<file path="config.mk">
export PLATFORM = sky130hd
export DESIGN_NAME = start_guard
export DESIGN_NICKNAME = d
export VERILOG_FILES = /design/src/rtl/start_guard_pkg.sv /design/src/rtl/input_sync.sv /design/src/rtl/start_guard.sv
export VERILOG_INCLUDE_DIRS = /design/src /design/src/rtl
export SDC_FILE = /design/constraint.sdc
export NUM_CORES = 1
export LEC_CHECK = 0
export ABC_AREA = 0
export BUFFER_PORTS_ARGS = -buffer_cell sky130_fd_sc_hd__buf_2
export CORE_ASPECT_RATIO = 2
export CORE_MARGIN = 2
export CORE_UTILIZATION = 51
export DETAILED_ROUTE_END_ITERATION = 8
export PLACE_DENSITY = 0.81
export SLEW_MARGIN = 25
export SYNTH_ARGS = -nofsm -noshare
export SYNTH_HDL_FRONTEND = slang
export SYNTH_HIERARCHICAL = 1
export SYNTH_SLANG_ARGS = --single-unit
</file>
<file path="constraint.sdc">
create_clock -name clock -period 3.4 [get_ports clock]
set_clock_uncertainty 0.15 [all_clocks]
set_input_delay 0.68 -clock clock [delete_from_list [all_inputs] [get_ports clock]]
set_output_delay 0.68 -clock clock [all_outputs]
set_load 0.02 [all_outputs]
</file>
<file path="src/rtl/start_guard_cfg.svh">
`ifndef START_GUARD_CFG_SVH
`define START_GUARD_CFG_SVH
`define CLK_HZ 20000000
`define RESET_HOLD_MS 12
`define ALARM_CLEAR_MS 30
`define RESET_HOLD_CYC ((`CLK_HZ / 1000) * `RESET_HOLD_MS)
`define SWITCHOVER_CODE 5'h0E
`define GUARD_ERR_CODE 3'h1
`define TERM_COUNT 7
`define WAIT_W 16
`define FREQ_W 16
`endif

</file>
<file path="src/rtl/start_guard_pkg.sv">
package start_guard_pkg;
  typedef enum logic [2:0] {
    st_stop = 3'h0,
    st_run = 3'h1,
    st_wait = 3'h3,
    st_match = 3'h2,
    st_guard = 3'h6
  } drive_state_t;
  typedef struct packed {
    logic run;
    logic reset_n_unused;
  } unused_t;
  typedef struct packed {
    logic drive_on;
    logic guard_trip;
    logic alarm;
    logic freq_match;
    logic zero_start;
  } drive_status_t;
endpackage

</file>
<file path="src/rtl/input_sync.sv">
`timescale 1ns/1ps
module input_sync #(
  parameter int WIDTH = 1
) (
  input wire logic clock,
  input wire logic srst,
  input wire logic [WIDTH-1:0] async_in,
  output logic [WIDTH-1:0] sync_out
);
  logic [WIDTH-1:0] meta_q;
  // two-stage synchroniser, first stage read only by second
  always_ff @(posedge clock) begin
    if (srst) begin
      meta_q <= '0;
      sync_out <= '0;
    end else begin
      meta_q <= async_in;
      sync_out <= meta_q;
    end
  end
endmodule // input_sync

</file>
<file path="src/rtl/start_guard.sv">
`timescale 1ns/1ps
`include "start_guard_cfg.svh"
// Function
// guard off: run at power-on starts immediately
// guard on: run at power-on trips, output off
// run off or reset clears guard trip
// fresh run after clear starts normally
// guard decides whether carried-over run resumes
// reset-cancel with run active restarts at once
// undervoltage reset pulse re-runs guard check
// controller waits three seconds before run; the code starts run on the synchronised run level with no such wait
// switchover assignable to terminal by code 14
// switchover off: wait, match, then accelerate
// low speed or fast decay starts 0 Hz
// controller lengthens wait after overcurrent trip; the code has no overcurrent input and always loads retry_wait_time
// reset held 12 ms, alarm cleared within 30 ms
// guard evaluated once after reset release
// wait counter loaded at switchover fall
module start_guard
  import start_guard_pkg::*;
#(
  parameter int TERMS = `TERM_COUNT,
  parameter int WAIT_W = `WAIT_W,
  parameter int FREQ_W = `FREQ_W,
  parameter int RESET_HOLD = `RESET_HOLD_CYC
) (
  input wire logic clock,
  input wire logic srst,
  input wire logic run_cmd,
  input wire logic external_reset_input,
  input wire logic keypad_reset,
  input wire logic undervoltage_trip,
  input wire logic powerup_autorun_guard,
  input wire logic [TERMS-1:0] terminals,
  input wire logic [4:0] term_func [TERMS],
  input wire logic [WAIT_W-1:0] retry_wait_time,
  input wire logic [FREQ_W-1:0] motor_freq,
  input wire logic [FREQ_W-1:0] base_freq,
  input wire logic fast_decay,
  output drive_status_t status,
  output logic [FREQ_W-1:0] start_freq,
  output logic [2:0] guard_error
);
  localparam int HOLD_W = $clog2(RESET_HOLD + 1);
  logic run_s, rst_s, key_s, uv_s;
  logic [TERMS-1:0] term_s;
  logic cs_d, cs_q, rst_q, uv_q;
  logic [1:0] arm_q;
  logic [HOLD_W-1:0] hold_q;
  logic [WAIT_W-1:0] wait_q;
  logic reset_done, cs_fall, guard_check_q, guard_clear;
  logic guard_hit, cs_take;
  drive_state_t state_q;

  // terminals, run, reset, keypad and undervoltage inputs reach the logic two cycles late
  input_sync #(.WIDTH(TERMS + 4)) u_sync (
    .clock(clock),
    .srst(srst),
    .async_in({terminals, run_cmd, external_reset_input, keypad_reset, undervoltage_trip}),
    .sync_out({term_s, run_s, rst_s, key_s, uv_s})
  );

  // switchover input from whichever terminal carries code 14
  always_comb begin
    cs_d = 1'b0;
    for (int i = 0; i < TERMS; i++) begin
      if (term_func[i] == `SWITCHOVER_CODE) cs_d = cs_d | term_s[i];
    end
  end

  // edge history and reset pulse width counter
  always_ff @(posedge clock) begin
    if (srst) begin
      cs_q <= 1'b0;
      rst_q <= 1'b0;
      uv_q <= 1'b0;
      hold_q <= '0;
    end else begin
      cs_q <= cs_d;
      rst_q <= rst_s;
      // set wins over the clear when a new dip lands on the reset edge
      if (uv_s) uv_q <= 1'h1;
      else if (uv_q && reset_done) uv_q <= 1'h0;
      if (!rst_s) hold_q <= '0;
      else if (hold_q != HOLD_W'(RESET_HOLD)) hold_q <= hold_q + HOLD_W'(1);
    end
  end
  // short reset pulses count as glitches
  assign reset_done = (rst_q && !rst_s && hold_q == HOLD_W'(RESET_HOLD)) || key_s;
  assign cs_fall = cs_q && !cs_d;
  assign guard_clear = !run_s || reset_done;
  // guard trip wins over the switchover restart on the check cycle
  assign guard_hit = guard_check_q && run_s && powerup_autorun_guard;
  // an undervoltage trip or a pending guard blocks the restart
  assign cs_take = cs_fall && run_s && state_q != st_guard && !uv_q && !guard_hit;

  // one-shot guard check armed at reset release or undervoltage reset;
  // the arm bit is delayed two cycles so that the check meets the
  // first synchronised run level, not the reset value of the syncs
  always_ff @(posedge clock) begin
    if (srst) begin
      arm_q <= 2'h1;
      guard_check_q <= 1'h0;
    end else begin
      arm_q <= {arm_q[0], 1'h0};
      guard_check_q <= arm_q[1] || (uv_q && reset_done);
    end
  end

  // drive sequencer
  always_ff @(posedge clock) begin
    if (srst) begin
      state_q <= st_stop;
      wait_q <= '0;
    end else begin
      case (state_q)
        st_stop: begin
          if (guard_hit) state_q <= st_guard;
          else if (run_s && !cs_d && !uv_q) state_q <= st_run;
        end
        st_run: begin
          // switchover high hands the motor to the mains
          if (cs_d) state_q <= st_stop;
          else if (!run_s || uv_q) state_q <= st_stop;
        end
        st_guard: begin
          if (reset_done && run_s) state_q <= st_run;
          else if (guard_clear) state_q <= st_stop;
        end
        st_wait: begin
          if (!run_s || uv_q) state_q <= st_stop;
          else if (wait_q == '0) state_q <= st_match;
          else wait_q <= wait_q - WAIT_W'(1);
        end
        st_match: state_q <= run_s ? st_run : st_stop;
        default: state_q <= st_stop;
      endcase
      // switchover fall overrides whatever the case chose
      if (cs_take) begin
        state_q <= st_wait;
        wait_q <= retry_wait_time;
      end
    end
  end

  // registered outputs
  always_ff @(posedge clock) begin
    if (srst) begin
      status <= '0;
      start_freq <= '0;
      guard_error <= 3'h0;
    end else begin
      status.drive_on <= (state_q == st_run) || (state_q == st_match);
      status.guard_trip <= state_q == st_guard;
      status.alarm <= state_q == st_guard;
      status.freq_match <= state_q == st_match;
      guard_error <= (state_q == st_guard) ? `GUARD_ERR_CODE : 3'h0;
      if (state_q == st_wait && wait_q == '0) begin
        status.zero_start <= fast_decay || (motor_freq <= (base_freq >> 1));
        start_freq <= (fast_decay || (motor_freq <= (base_freq >> 1))) ? '0 : motor_freq;
      end
    end
  end

  // checks on state, with the one cycle of output lag in mind
  a_guard_blocks_drive: assert property (@(posedge clock) disable iff (srst)
    status.guard_trip |-> !status.drive_on) else $error("drive on during guard trip");
  a_guard_entry: assert property (@(posedge clock) disable iff (srst)
    (state_q == st_stop && guard_check_q && run_s && powerup_autorun_guard) |=> state_q == st_guard)
    else $error("guard not entered");
  a_no_guard_run: assert property (@(posedge clock) disable iff (srst)
    (state_q == st_stop && run_s && !powerup_autorun_guard && !cs_d && !cs_fall && !uv_q) |=> state_q == st_run)
    else $error("guard off run not started");
  a_guard_clear_run: assert property (@(posedge clock) disable iff (srst)
    (state_q == st_guard && !run_s && !reset_done && !cs_fall) |=> state_q == st_stop)
    else $error("run off did not clear guard");
  a_reset_restart: assert property (@(posedge clock) disable iff (srst)
    (state_q == st_guard && reset_done && run_s && !cs_fall) |=> state_q == st_run)
    else $error("reset did not restart");
  a_wait_load: assert property (@(posedge clock) disable iff (srst)
    (cs_fall && run_s && state_q != st_guard && !uv_q && !guard_hit)
    |=> (state_q == st_wait && wait_q == $past(retry_wait_time)))
    else $error("wait not loaded");
  a_match_after_wait: assert property (@(posedge clock) disable iff (srst)
    (state_q == st_wait && wait_q == '0 && run_s && !cs_fall && !uv_q) |=> state_q == st_match)
    else $error("match not after wait");
  a_alarm_follows: assert property (@(posedge clock) disable iff (srst)
    (state_q == st_guard) |=> status.alarm) else $error("alarm missing");

  // undervoltage trip takes the drive off until the reset pulse
  a_uv_holds_off: assert property (@(posedge clock) disable iff (srst)
    (state_q == st_run && uv_q) |=> state_q == st_stop)
    else $error("drive kept on after undervoltage");

  // check pulse lasts one cycle unless a fresh dip rearms it
  a_guard_one_shot: assert property (@(posedge clock) disable iff (srst)
    (guard_check_q && !$past(uv_s)) |=> !guard_check_q)
    else $error("guard check repeated");

  // a trip without reset never leads straight back to run
  a_guard_no_restart: assert property (@(posedge clock) disable iff (srst)
    (state_q == st_guard && !reset_done) |=> state_q != st_run)
    else $error("run resumed from guard trip");

  // switchover high hands the load over and stops the drive
  a_switch_stops: assert property (@(posedge clock) disable iff (srst)
    (state_q == st_run && cs_d) |=> state_q == st_stop)
    else $error("drive on with switchover high");

  // retry wait steps down by one per clock
  a_wait_counts: assert property (@(posedge clock) disable iff (srst)
    (state_q == st_wait && wait_q != '0 && run_s && !uv_q && !cs_fall)
    |=> (state_q == st_wait && wait_q == $past(wait_q) - WAIT_W'(1)))
    else $error("wait count skipped");

  // fast decay always restarts from zero frequency
  a_zero_start: assert property (@(posedge clock) disable iff (srst)
    (state_q == st_wait && wait_q == '0 && fast_decay) |=> (status.zero_start && start_freq == '0))
    else $error("no zero start on fast decay");

  // error code shown for as long as the trip lasts
  a_error_code: assert property (@(posedge clock) disable iff (srst)
    (state_q == st_guard) |=> guard_error == `GUARD_ERR_CODE)
    else $error("guard error code missing");
endmodule // start_guard

</file>
==> metrics, run 1 <==
CTS Buf Count 9; Slew @ Worst Pin 696.5 ps; register area share after synthesis 42.67%; post-layout min period 2640 ps; final count of hold timing violations 0; status finished, final reports clean; Area after DPL 0.004601 sq mm; Cells after Synth 424; Placement Rows 45; clk buf depth 2; Placer Congestion 0.8418; IO Pins 122; initial antenna violation count 0; required time of the worst setup path 3500 ps; Clock Pin Slew Worst Setup and Hold Paths 60 ps; PwrDens 458.5 mW/mm^2; cell area after layout 0.004940 sq mm; worst hold path class reg -> reg; met1 usage 21.33%; WP data arrival 2740 ps; area leader, netlist dfxtp_1; H-tree depth reported by CTS 3; via density per instance 5.375; Post-CTS Repair Setup Buffers 0; Slew headroom 53.56%; CTS tree done; initial DRC count 126; Avg WL per Cell 14.15 um; Yosys top cell area share 42.67%; synth warn 6; Total Wirelength 9.012 mm; Initial Util 52.46%; vias in the first global route 3471; Post-synth EDFFs 0; synth unique cells 55; layout cells sized above 1 30.76%; port bufs 118; largest net degree at the start of global routing 33; Via Count 3424; Clock Latency Late Sink 330 ps; main flop type after synthesis dfxtp_1; Max rail drop VDD 0.2998 mV; area of the die 0.008585 sq mm; crit-path max FO 9; Slew Viols, Final 0; area grow syn2layout 23.88%; CP Capture Type flop; met2 Usage GRT 43.18%; RSZ-0062 raised after global routing false; CTS root buf clkbuf_16; core area 0.007601 sq mm; Final #Nets 654; Synth area leaders dfxtp_1, ha_1, nor2_1, xor2_1, nor2b_2; gr busiest metal met2; Power Total 2.265 mW; Period Utilization, post-route 77.66%; global-route wire length before repair 14.73 mm; Final setup viols 0; Sink Count 85; grt ovf 0; Startpoint Class flop; Avg Cell Area, Syn 9.405 sq um; Clk pwr share 48.4%; Fill cells 638; Net Sw Power 0.4608 mW; fmax 0.3787 GHz; DRC 0; Setup CP Type reg -> reg; Cells after DPL 621; Flop pwr share 45.0%; hold buffer count at CTS 0; FF+latch count, synth 85; post-route ant nets 0; combinational share of power 6.6%; die width 66.53 um; Tot GR Track Use 22.37%; post-synthesis async set-or-reset flop share 0%; GRT met3 Usage 5.208%; Finished Layout Cells 637; Sw Share 20.34%; post-synth design cell area 0.003988 sq mm; Pint 1.804 mW; Pre-antenna DRT Iters 4; Leakage 2.141 nW; die height 129.1 um; Detail Placement HPWL 6.796 mm; Max-Cap Viols 0; hold_ws 284.7 ps; ANT cells 0; setup TNS 0 ps; post_cts resized 0
[metrics by stage]
step | utilization (%) | setup slack (ps)
floorplan | - | 786.4
detailed placement | 60.53 | 523.3
global route | 64.99 | 555.6
finish | 64.99 | 759.6
CTS | 64.99 | 743.0
global placement | 60.53 | 502.9
[path summary, 6_finish.rpt]
path	end	slack [ps]	cells past startpoint	from
setup / recovery	wait_q[3]	760	8	wait_q[0]
hold / removal	u_sync/sync_out[8]	280	1	u_sync/meta_q[8]
hold reg to reg	u_sync/sync_out[8]	280	1	u_sync/meta_q[8]
setup reg to reg	wait_q[3]	760	8	wait_q[0]
[cells in the mapped netlist (5+ instances only)]
master	instances
ha_1	18
inv_1	26
a21oi_1	13
nor3_1	7
dfxtp_1	85
nand2b_1	8
nand4b_1	9
a22o_1	9
xor2_1	17
nand2_1	19
a211oi_1	16
nand3_1	13
a22o_2	6
o21ai_0	5
xnor2_1	11
nand4_1	10
nor2b_1	8
nor2_1	51
buf_6	5
nor4_1	5
nor2b_2	15
clkbuf_1	8
[kinds of logic after synthesis]
logic type | share of synthesized area (%)
simple gates | 25.42
flops | 42.67
compound gates | 13.40
buf+inv | 5.867
xor+xnor | 6.150
fa+ha+maj | 5.648
mux | 0.7531
other cells | 0.09404
[cell usage in the layout (no fill, tap or decap), types with 3 or more instances in the layout]
| cell type | n |
|---|---|
| nor2b_1 | 8 |
| mux2i_1 | 3 |
| xnor2_1 | 11 |
| nand3_1 | 13 |
| o22ai_1 | 4 |
| bufinv_16 | 3 |
| o21ai_0 | 5 |
| nand4_1 | 10 |
| a22o_1 | 9 |
| a21oi_1 | 13 |
| ha_1 | 18 |
| xor2_1 | 17 |
| buf_2 | 118 |
| a22o_2 | 6 |
| nor3_1 | 7 |
| and4_1 | 3 |
| buf_4 | 5 |
| nor2b_2 | 15 |
| nor2_1 | 51 |
| nand2_1 | 19 |
| clkinv_2 | 3 |
| inv_1 | 26 |
| nor4_1 | 5 |
| or3_1 | 3 |
| and2_1 | 4 |
| nand2b_1 | 8 |
| clkbuf_16 | 9 |
| dfxtp_1 | 85 |
| a211oi_1 | 16 |
| nand4b_1 | 9 |
[power groups by stage]
stage | clock [mW] | combinational (mW) | sequential [mW]
5_1_grt | 1.16 | 0.166 | 1.02
2_1_floorplan | 0 | 0.0795 | 1.04
3_5_place_dp | 0 | 0.149 | 1.04
4_1_cts | 1.12 | 0.150 | 1.02
6_report | 1.10 | 0.149 | 1.02
3_3_place_gp | 0 | 0.144 | 1.04
[final cells by class]
type	instances	area, sq um	share of cell area, %
Multi-Input combinational cell	293	2056	41.62
Tap cell	94	117.6	2.381
Timing Repair Buffer	123	628.1	12.72
Clock buffer	9	225.2	4.559
Sequential cell	85	1702	34.45
Inverter	26	97.59	1.976
Clock inverter	7	113.9	2.305
[per-layer routing]
| metal | vias to the layer above | share of wire, % |
|---|---|---|
| met4 | 0 | 1.9 |
| met1 | 1602 | 35 |
| met3 | 16 | 4.1 |
| met2 | 101 | 59 |
| li1 | 1705 | - |
| met5 | - | 0 |
[flip-flops by register name, summed over array words and instances (netlist names)]
name,cells
u_sync/sync_out,11
start_freq,16
u_sync/meta_q,11
uv_q,1
cs_q,1
arm_q,2
status,4
guard_check_q,1
hold_q,18
wait_q,16
rst_q,1
state_q,3
[critical path, stage by stage, from the launching register on]
cell      delay (ps)
dfxtp_1          330
inv_1             70
ha_1             220
nor3b_1          350
and4_1           520
a21oi_1          290
and3b_1          290
xnor2_1          130
a211oi_1         220
(Power assumes the default switching activity.)
==> run 2, diff against run 1 <==
==> constraint.sdc (replaced) <==
create_clock -name clock -period 2.52 [get_ports clock]
set_clock_uncertainty 0.15 [all_clocks]
set_input_delay 0.504 -clock clock [delete_from_list [all_inputs] [get_ports clock]]
set_output_delay 0.504 -clock clock [all_outputs]
set_load 0.02 [all_outputs]
==> run 2 against run 1 <==
Non-clock buffer count up 12. Critical path type is now in -> reg. Worst hold slack lost 55 ps. Final area rose by 1.1%. Worst setup slack lost 580 ps. First-iteration DRC count decreased by 16%. Routed wire length grew 1.6%. Largest power group is now sequential cells. Via count is 3.1% higher.
==> metrics, run 2 (same netlist as run 1, synthesis figures left out) <==
Total Wirelength 9.157 mm; DRC 0; crit-path max FO 11; CP Capture Type flop; R2R cell count 8; layout cells sized above 1 32.79%; final count of hold timing violations 0; Final setup viols 0; Clock Latency Late Sink 330 ps; Max rail drop VDD 0.5162 mV; vias in the first global route 3639; Leakage 2.182 nW; max reg flops 18; Initial Util 52.46%; Detail Placement HPWL 7.122 mm; Flop pwr share 49.0%; commonest non-fill, non-tap cell in the layout buf_2; Largest Register hold_q; Avg WL per Cell 14.11 um; PwrDens 561.1 mW/mm^2; Setup CP Type in -> reg; CTS root buf clkbuf_16; Area after DPL 0.004703 sq mm; largest net degree at the start of global routing 33; Via Count 3529; WP data arrival 2470 ps; reg-to-reg slack, setup 230 ps; initial DRC count 106; port bufs 118; area of the die 0.008585 sq mm; post-route ant nets 0; Pint 2.195 mW; worst hold path class in -> reg; Clock Pin Slew Worst Setup and Hold Paths 60 ps; required time of the worst setup path 2650 ps; RR Endpoint start_freq[10]; Net Sw Power 0.6083 mW; Sw Share 21.70%; combinational share of power 7.8%; post-layout min period 2341 ps; Slew Viols, Final 0; hold path endpoint u_sync/meta_q[6]; IO Pins 122; ANT cells 0; Fill cells 614; cell area after layout 0.004996 sq mm; core area 0.007601 sq mm; initial antenna violation count 0; grt ovf 0; largest registers hold_q: 18 flops, start_freq: 16 flops, wait_q: 16 flops; Period Utilization, post-route 92.90%; register area 0.001702 sq mm; post_cts resized 0; Post-CTS Repair Setup Buffers 0; clk buf depth 2; RSZ-0062 raised after global routing false; Max-Cap Viols 0; Cells after DPL 633; Startpoint Class input pin; CTS Buf Count 9; Sink Count 85; die height 129.1 um; Slew headroom 53.68%; Slew @ Worst Pin 694.7 ps; area of the multi-input gates 0.002071 sq mm; fmax 0.4271 GHz; global-route wire length before repair 15.09 mm; Pre-antenna DRT Iters 5; hold buffer count at CTS 0; Worst Hold Launch terminals[2]; H-tree depth reported by CTS 3; Final #Nets 666; Hold Crit Depth 2; setup TNS 0 ps; CTS tree done; status finished, final reports clean; Placer Congestion 0.8535; Tot GR Track Use 22.91%; Clk pwr share 43.1%; Placement Rows 45; Finished Layout Cells 649; Critical R2R Launch wait_q[0]; die width 66.53 um; area grow syn2layout 25.29%; most frequent cells in the layout buf_2, dfxtp_1, nor2_1; via density per instance 5.438
-- run 2: worst max-delay path, cell delays in order --
cell       delay [ps]
buf_2             110
ha_1              300
nand4b_1          160
nor4_2            280
o21ai_0           170
o211a_1           180
a2111oi_4         380
buf_4             250
a22o_2            150
-- run 2: power by group through the flow --
stage / registers [mW] / clock network [mW] / logic (mW)
2_1_floorplan: 1.40 / 0 / 0.107
3_3_place_gp: 1.40 / 0 / 0.209
3_5_place_dp: 1.40 / 0 / 0.219
4_1_cts: 1.38 / 1.24 / 0.220
5_1_grt: 1.38 / 1.29 / 0.245
6_report: 1.37 / 1.21 / 0.219
-- run 2: area by class of cell --
type                       instances  share of cell area [%]
clock inverter                     5                  0.5009
sequential                        85                   34.06
timing repair buffer             135                   14.63
multi-input combinational        293                   41.45
clock buffer                      11                   5.059
inverter                          26                   1.953
tap                               94                   2.354
-- run 2: worst max path at each step --
| stage | start | to | slack [ps] | cells after the start |
|---|---|---|---|---|
| 6_report | motor_freq[9] | start_freq[10] | 180 | 9 |
| 5_1_grt | wait_q[0] | start_freq[10] | 20 | 8 |
| 4_1_cts | wait_q[0] | start_freq[10] | 90 | 8 |
| 3_5_place_dp | motor_freq[9] | start_freq[7] | -210 | 9 |
| 3_3_place_gp | motor_freq[9] | start_freq[10] | -130 | 9 |
| 2_1_floorplan | base_freq[15] | start_freq[10] | 80 | 9 |
-- run 2: metal layers --
layer,track usage [%],wire length (um)
met1,20.31,3104
met2,44.00,5311
met3,5.642,433
met4,13.81,308
met5,0,0
-- run 2: stage by stage --
step / util [%] / total power [mW] / worst slack [ps] / hold WS [ps]
floorplan: - / 1.509 / 82.41 / 260.8
global placement: 61.88 / 1.613 / -134.1 / 266.3
detailed placement: 61.88 / 1.624 / -209.2 / 272.7
CTS: 65.53 / 2.834 / 91.66 / 217.3
global route: 65.73 / 2.912 / 17.22 / 222.6
finish: 65.73 / 2.803 / 178.8 / 229.8
==> run 3, diff against run 2 <==
--- a/config.mk
+++ b/config.mk
@@ -8,13 +8,13 @@
 export LEC_CHECK = 0
 export ABC_AREA = 0
 export BUFFER_PORTS_ARGS = -buffer_cell sky130_fd_sc_hd__buf_2
+export CAP_MARGIN = 20
 export CORE_ASPECT_RATIO = 2
 export CORE_MARGIN = 2
 export CORE_UTILIZATION = 51
 export DETAILED_ROUTE_END_ITERATION = 8
-export PLACE_DENSITY = 0.81
+export PLACE_DENSITY = 0.82
 export SLEW_MARGIN = 25
 export SYNTH_ARGS = -nofsm -noshare
 export SYNTH_HDL_FRONTEND = slang
-export SYNTH_HIERARCHICAL = 1
 export SYNTH_SLANG_ARGS = --single-unit
==> run 3 against run 2 <==
Sequential share of layout area about the same. Worst setup slack worse by 49 ps. Clock-buffer cell count is 1 lower. Final area decreased by 0.10%. Clock power is 15% higher. Non-clock buffer count grew 3. First-iteration DRC count rose by 64%. Global-route usage shrank 1.9 points. Sequential cell count did not move. Largest cell class unchanged. Largest power group is now clock.
==> metrics, run 3 <==
Avg Cell Area, Syn 9.117 sq um; status finished, final reports clean; Cells after DPL 638; synth unique cells 48; via density per instance 5.301; final count of hold timing violations 0; Area after DPL 0.004651 sq mm; post-layout min period 2390 ps; global-route wire length before repair 13.87 mm; area leader, netlist dfxtp_1; Detail Placement HPWL 6.083 mm; Pre-antenna DRT Iters 4; Worst setup endpoint wait_q[12]; Post-synth EDFFs 0; Stages on worst setup path 6; DRC 0; crit-path max FO 3; Max-Cap Viols 0; Sink Count 85; post-synthesis async set-or-reset flop share 0%; Startpoint Class flop; main flop type after synthesis dfxtp_1; most frequent cells in the layout buf_2, dfxtp_1, nor2_1; fmax 0.4185 GHz; ANT cells 0; Via Count 3467; Slew @ Worst Pin 974.7 ps; CP Capture Type flop; CP delay by family, top simple AND/OR/NAND/NOR gates; initial antenna violation count 0; Clock Latency Late Sink 340 ps; synth warn 0; WP data arrival 2490 ps; register area share after synthesis 43.81%; CP Cell Sequence or4_4 > buf_4 > nor3_1 > nand4_1 > or3_1 > a311oi_1; Yosys top cell area share 43.81%; Setup CP Type reg -> reg; Compound-Gate Fraction of Synth Area 12.73%; Critical-path top delay cell or4_4; required time of the worst setup path 2620 ps; count leader, synth dfxtp_1; layout cells sized above 1 28.57%; die width 65.71 um; commonest non-fill, non-tap cell in the layout buf_2; PwrDens 594.0 mW/mm^2; Synth area leaders dfxtp_1, ha_1, nor2_1, nor2b_1, xor2_1; Hold Crit Depth 2; Power Total 2.965 mW; area grow syn2layout 28.51%; Post-Synth Simple-Gate Area 25.42%; Final setup viols 0; cell area after layout 0.004991 sq mm; max reg flops 18; hold_ws 222.6 ps; Final #Nets 672; vias in the first global route 3265; Tot GR Track Use 21.03%; largest registers hold_q: 18 flops, start_freq: 16 flops, wait_q: 16 flops; Max stage delay on crit path 550 ps; reg-to-reg slack, setup 130 ps; grt ovf 0; port bufs 118; Clock Pin Slew Worst Setup and Hold Paths 60 ps; Total Wirelength 8.565 mm; Max rail drop VDD 0.4430 mV; Placer Congestion 0.8691; Finished Layout Cells 654; R2R cell count 6; post-synth design cell area 0.003884 sq mm; Largest Register hold_q; Slew headroom 34.78%; CTS Buf Count 9; main combinational cell family by area after synthesis simple AND/OR/NAND/NOR gates; Critical R2R Launch wait_q[8]; Initial Util 51.86%; largest net degree at the start of global routing 48; Avg WL per Cell 13.10 um; FF+latch count, synth 85; crit path from wait_q[8]; Placement Rows 45; Period Utilization, post-route 94.83%; Slew Viols, Final 0; area of the die 0.008371 sq mm; post-route ant nets 0; die height 127.4 um; Cells after Synth 426; RR Endpoint wait_q[12]; Fill cells 608; mux share of post-synthesis cell area 0.8054%; CTS root buf clkbuf_16; IO Pins 122; core area 0.007488 sq mm; Post-synth top cells dfxtp_1, nor2_1, nor2b_1; xor-xnor portion of the synthesized cell area 6.540%; post-layout util 66.65%; initial DRC count 174; CP Buf/Inv Count 1; clk buf depth 2; Post-Synth Adder-Cell Area 5.799%; CTS tree done; H-tree depth reported by CTS 3; worst hold path class in -> reg; Leakage 2.207 nW
## run 3: changes by cell type in the layout (fill, tap and decap cells not counted), moves of 4 or more
cell      delta
a22o_1       +6
a22o_2       -6
clkinv_2     -5
nand4_1      +4
nor2b_1     +19
nor2b_2     -15
## run 3: worst min-delay path by stage
stage	start	endpoint	slack, ps
after floorplan	arm_q[1]	guard_check_q	260
after global placement	arm_q[1]	guard_check_q	260
after detailed placement	u_sync.meta_q[8]	u_sync.sync_out[8]	270
after CTS	run_cmd	u_sync.meta_q[3]	220
after global routing	terminals[3]	u_sync.meta_q[7]	230
final	run_cmd	u_sync.meta_q[3]	220
## run 3: cell families after synthesis
family | count (synthesis)
other | 1
AO/OA/AOI/OAI | 68
buffers and inverters | 43
flip-flops | 85
adder cells (fa/ha/maj) | 18
multiplexers | 3
AND/OR/NAND/NOR | 179
XOR/XNOR | 29
## run 3: routing by layer
| metal | vias up | track usage [%] | wire length [um] |
|---|---|---|---|
| li1 | 1755 | - | - |
| met5 | - | 0 | 0 |
| met1 | 1588 | 23.68 | 3431 |
| met3 | 13 | 4.049 | 525 |
| met4 | 0 | 9.436 | 133 |
| met2 | 111 | 37.20 | 4474 |
## run 3: where the power goes
part	switching (mW)	internal, mW	leakage, nW	total [mW]
Combinational	0.0988	0.107	1.37	0.206
Clock	0.519	0.867	0.149	1.39
Sequential	0.00680	1.37	0.691	1.37
## run 3: cell type report
cell class	instances	area, sq um	area share [%]
Clock buffer	10	229.0	4.588
Clock inverter	5	85.08	1.705
Inverter	23	86.33	1.730
Multi-Input combinational cell	299	2006	40.19
Sequential cell	85	1702	34.09
Tap cell	94	117.6	2.356
Timing Repair Buffer	138	765.7	15.34
## run 3: through the flow
step / setup WS, ps / TNS, ps
2_1_floorplan: 206.9 / 0
3_3_place_gp: -190.2 / -2701
3_5_place_dp: -222.8 / -3105
4_1_cts: 123.0 / 0
5_1_grt: -20.68 / -20.68
6_report: 130.3 / 0
## run 3: repair_timing
item                                   in CTS  in global routing
gates cloned                                0                  0
setup endpoints to repair                  15                  1
pin swaps                                   1                  0
gates resized for setup                     0                  1
endpoints found under the hold margin       0                  0
buffers inserted                            1                  0
hold buffers                                0                  0
## run 3: worst register-to-register path, delay by kind of cell (launching register included)
family	cells	cell delay, ps
and+or+nand+nor	4	1420
AOI/OAI and AO/OA	1	260
DFF	1	320
buffers and inverters	1	150
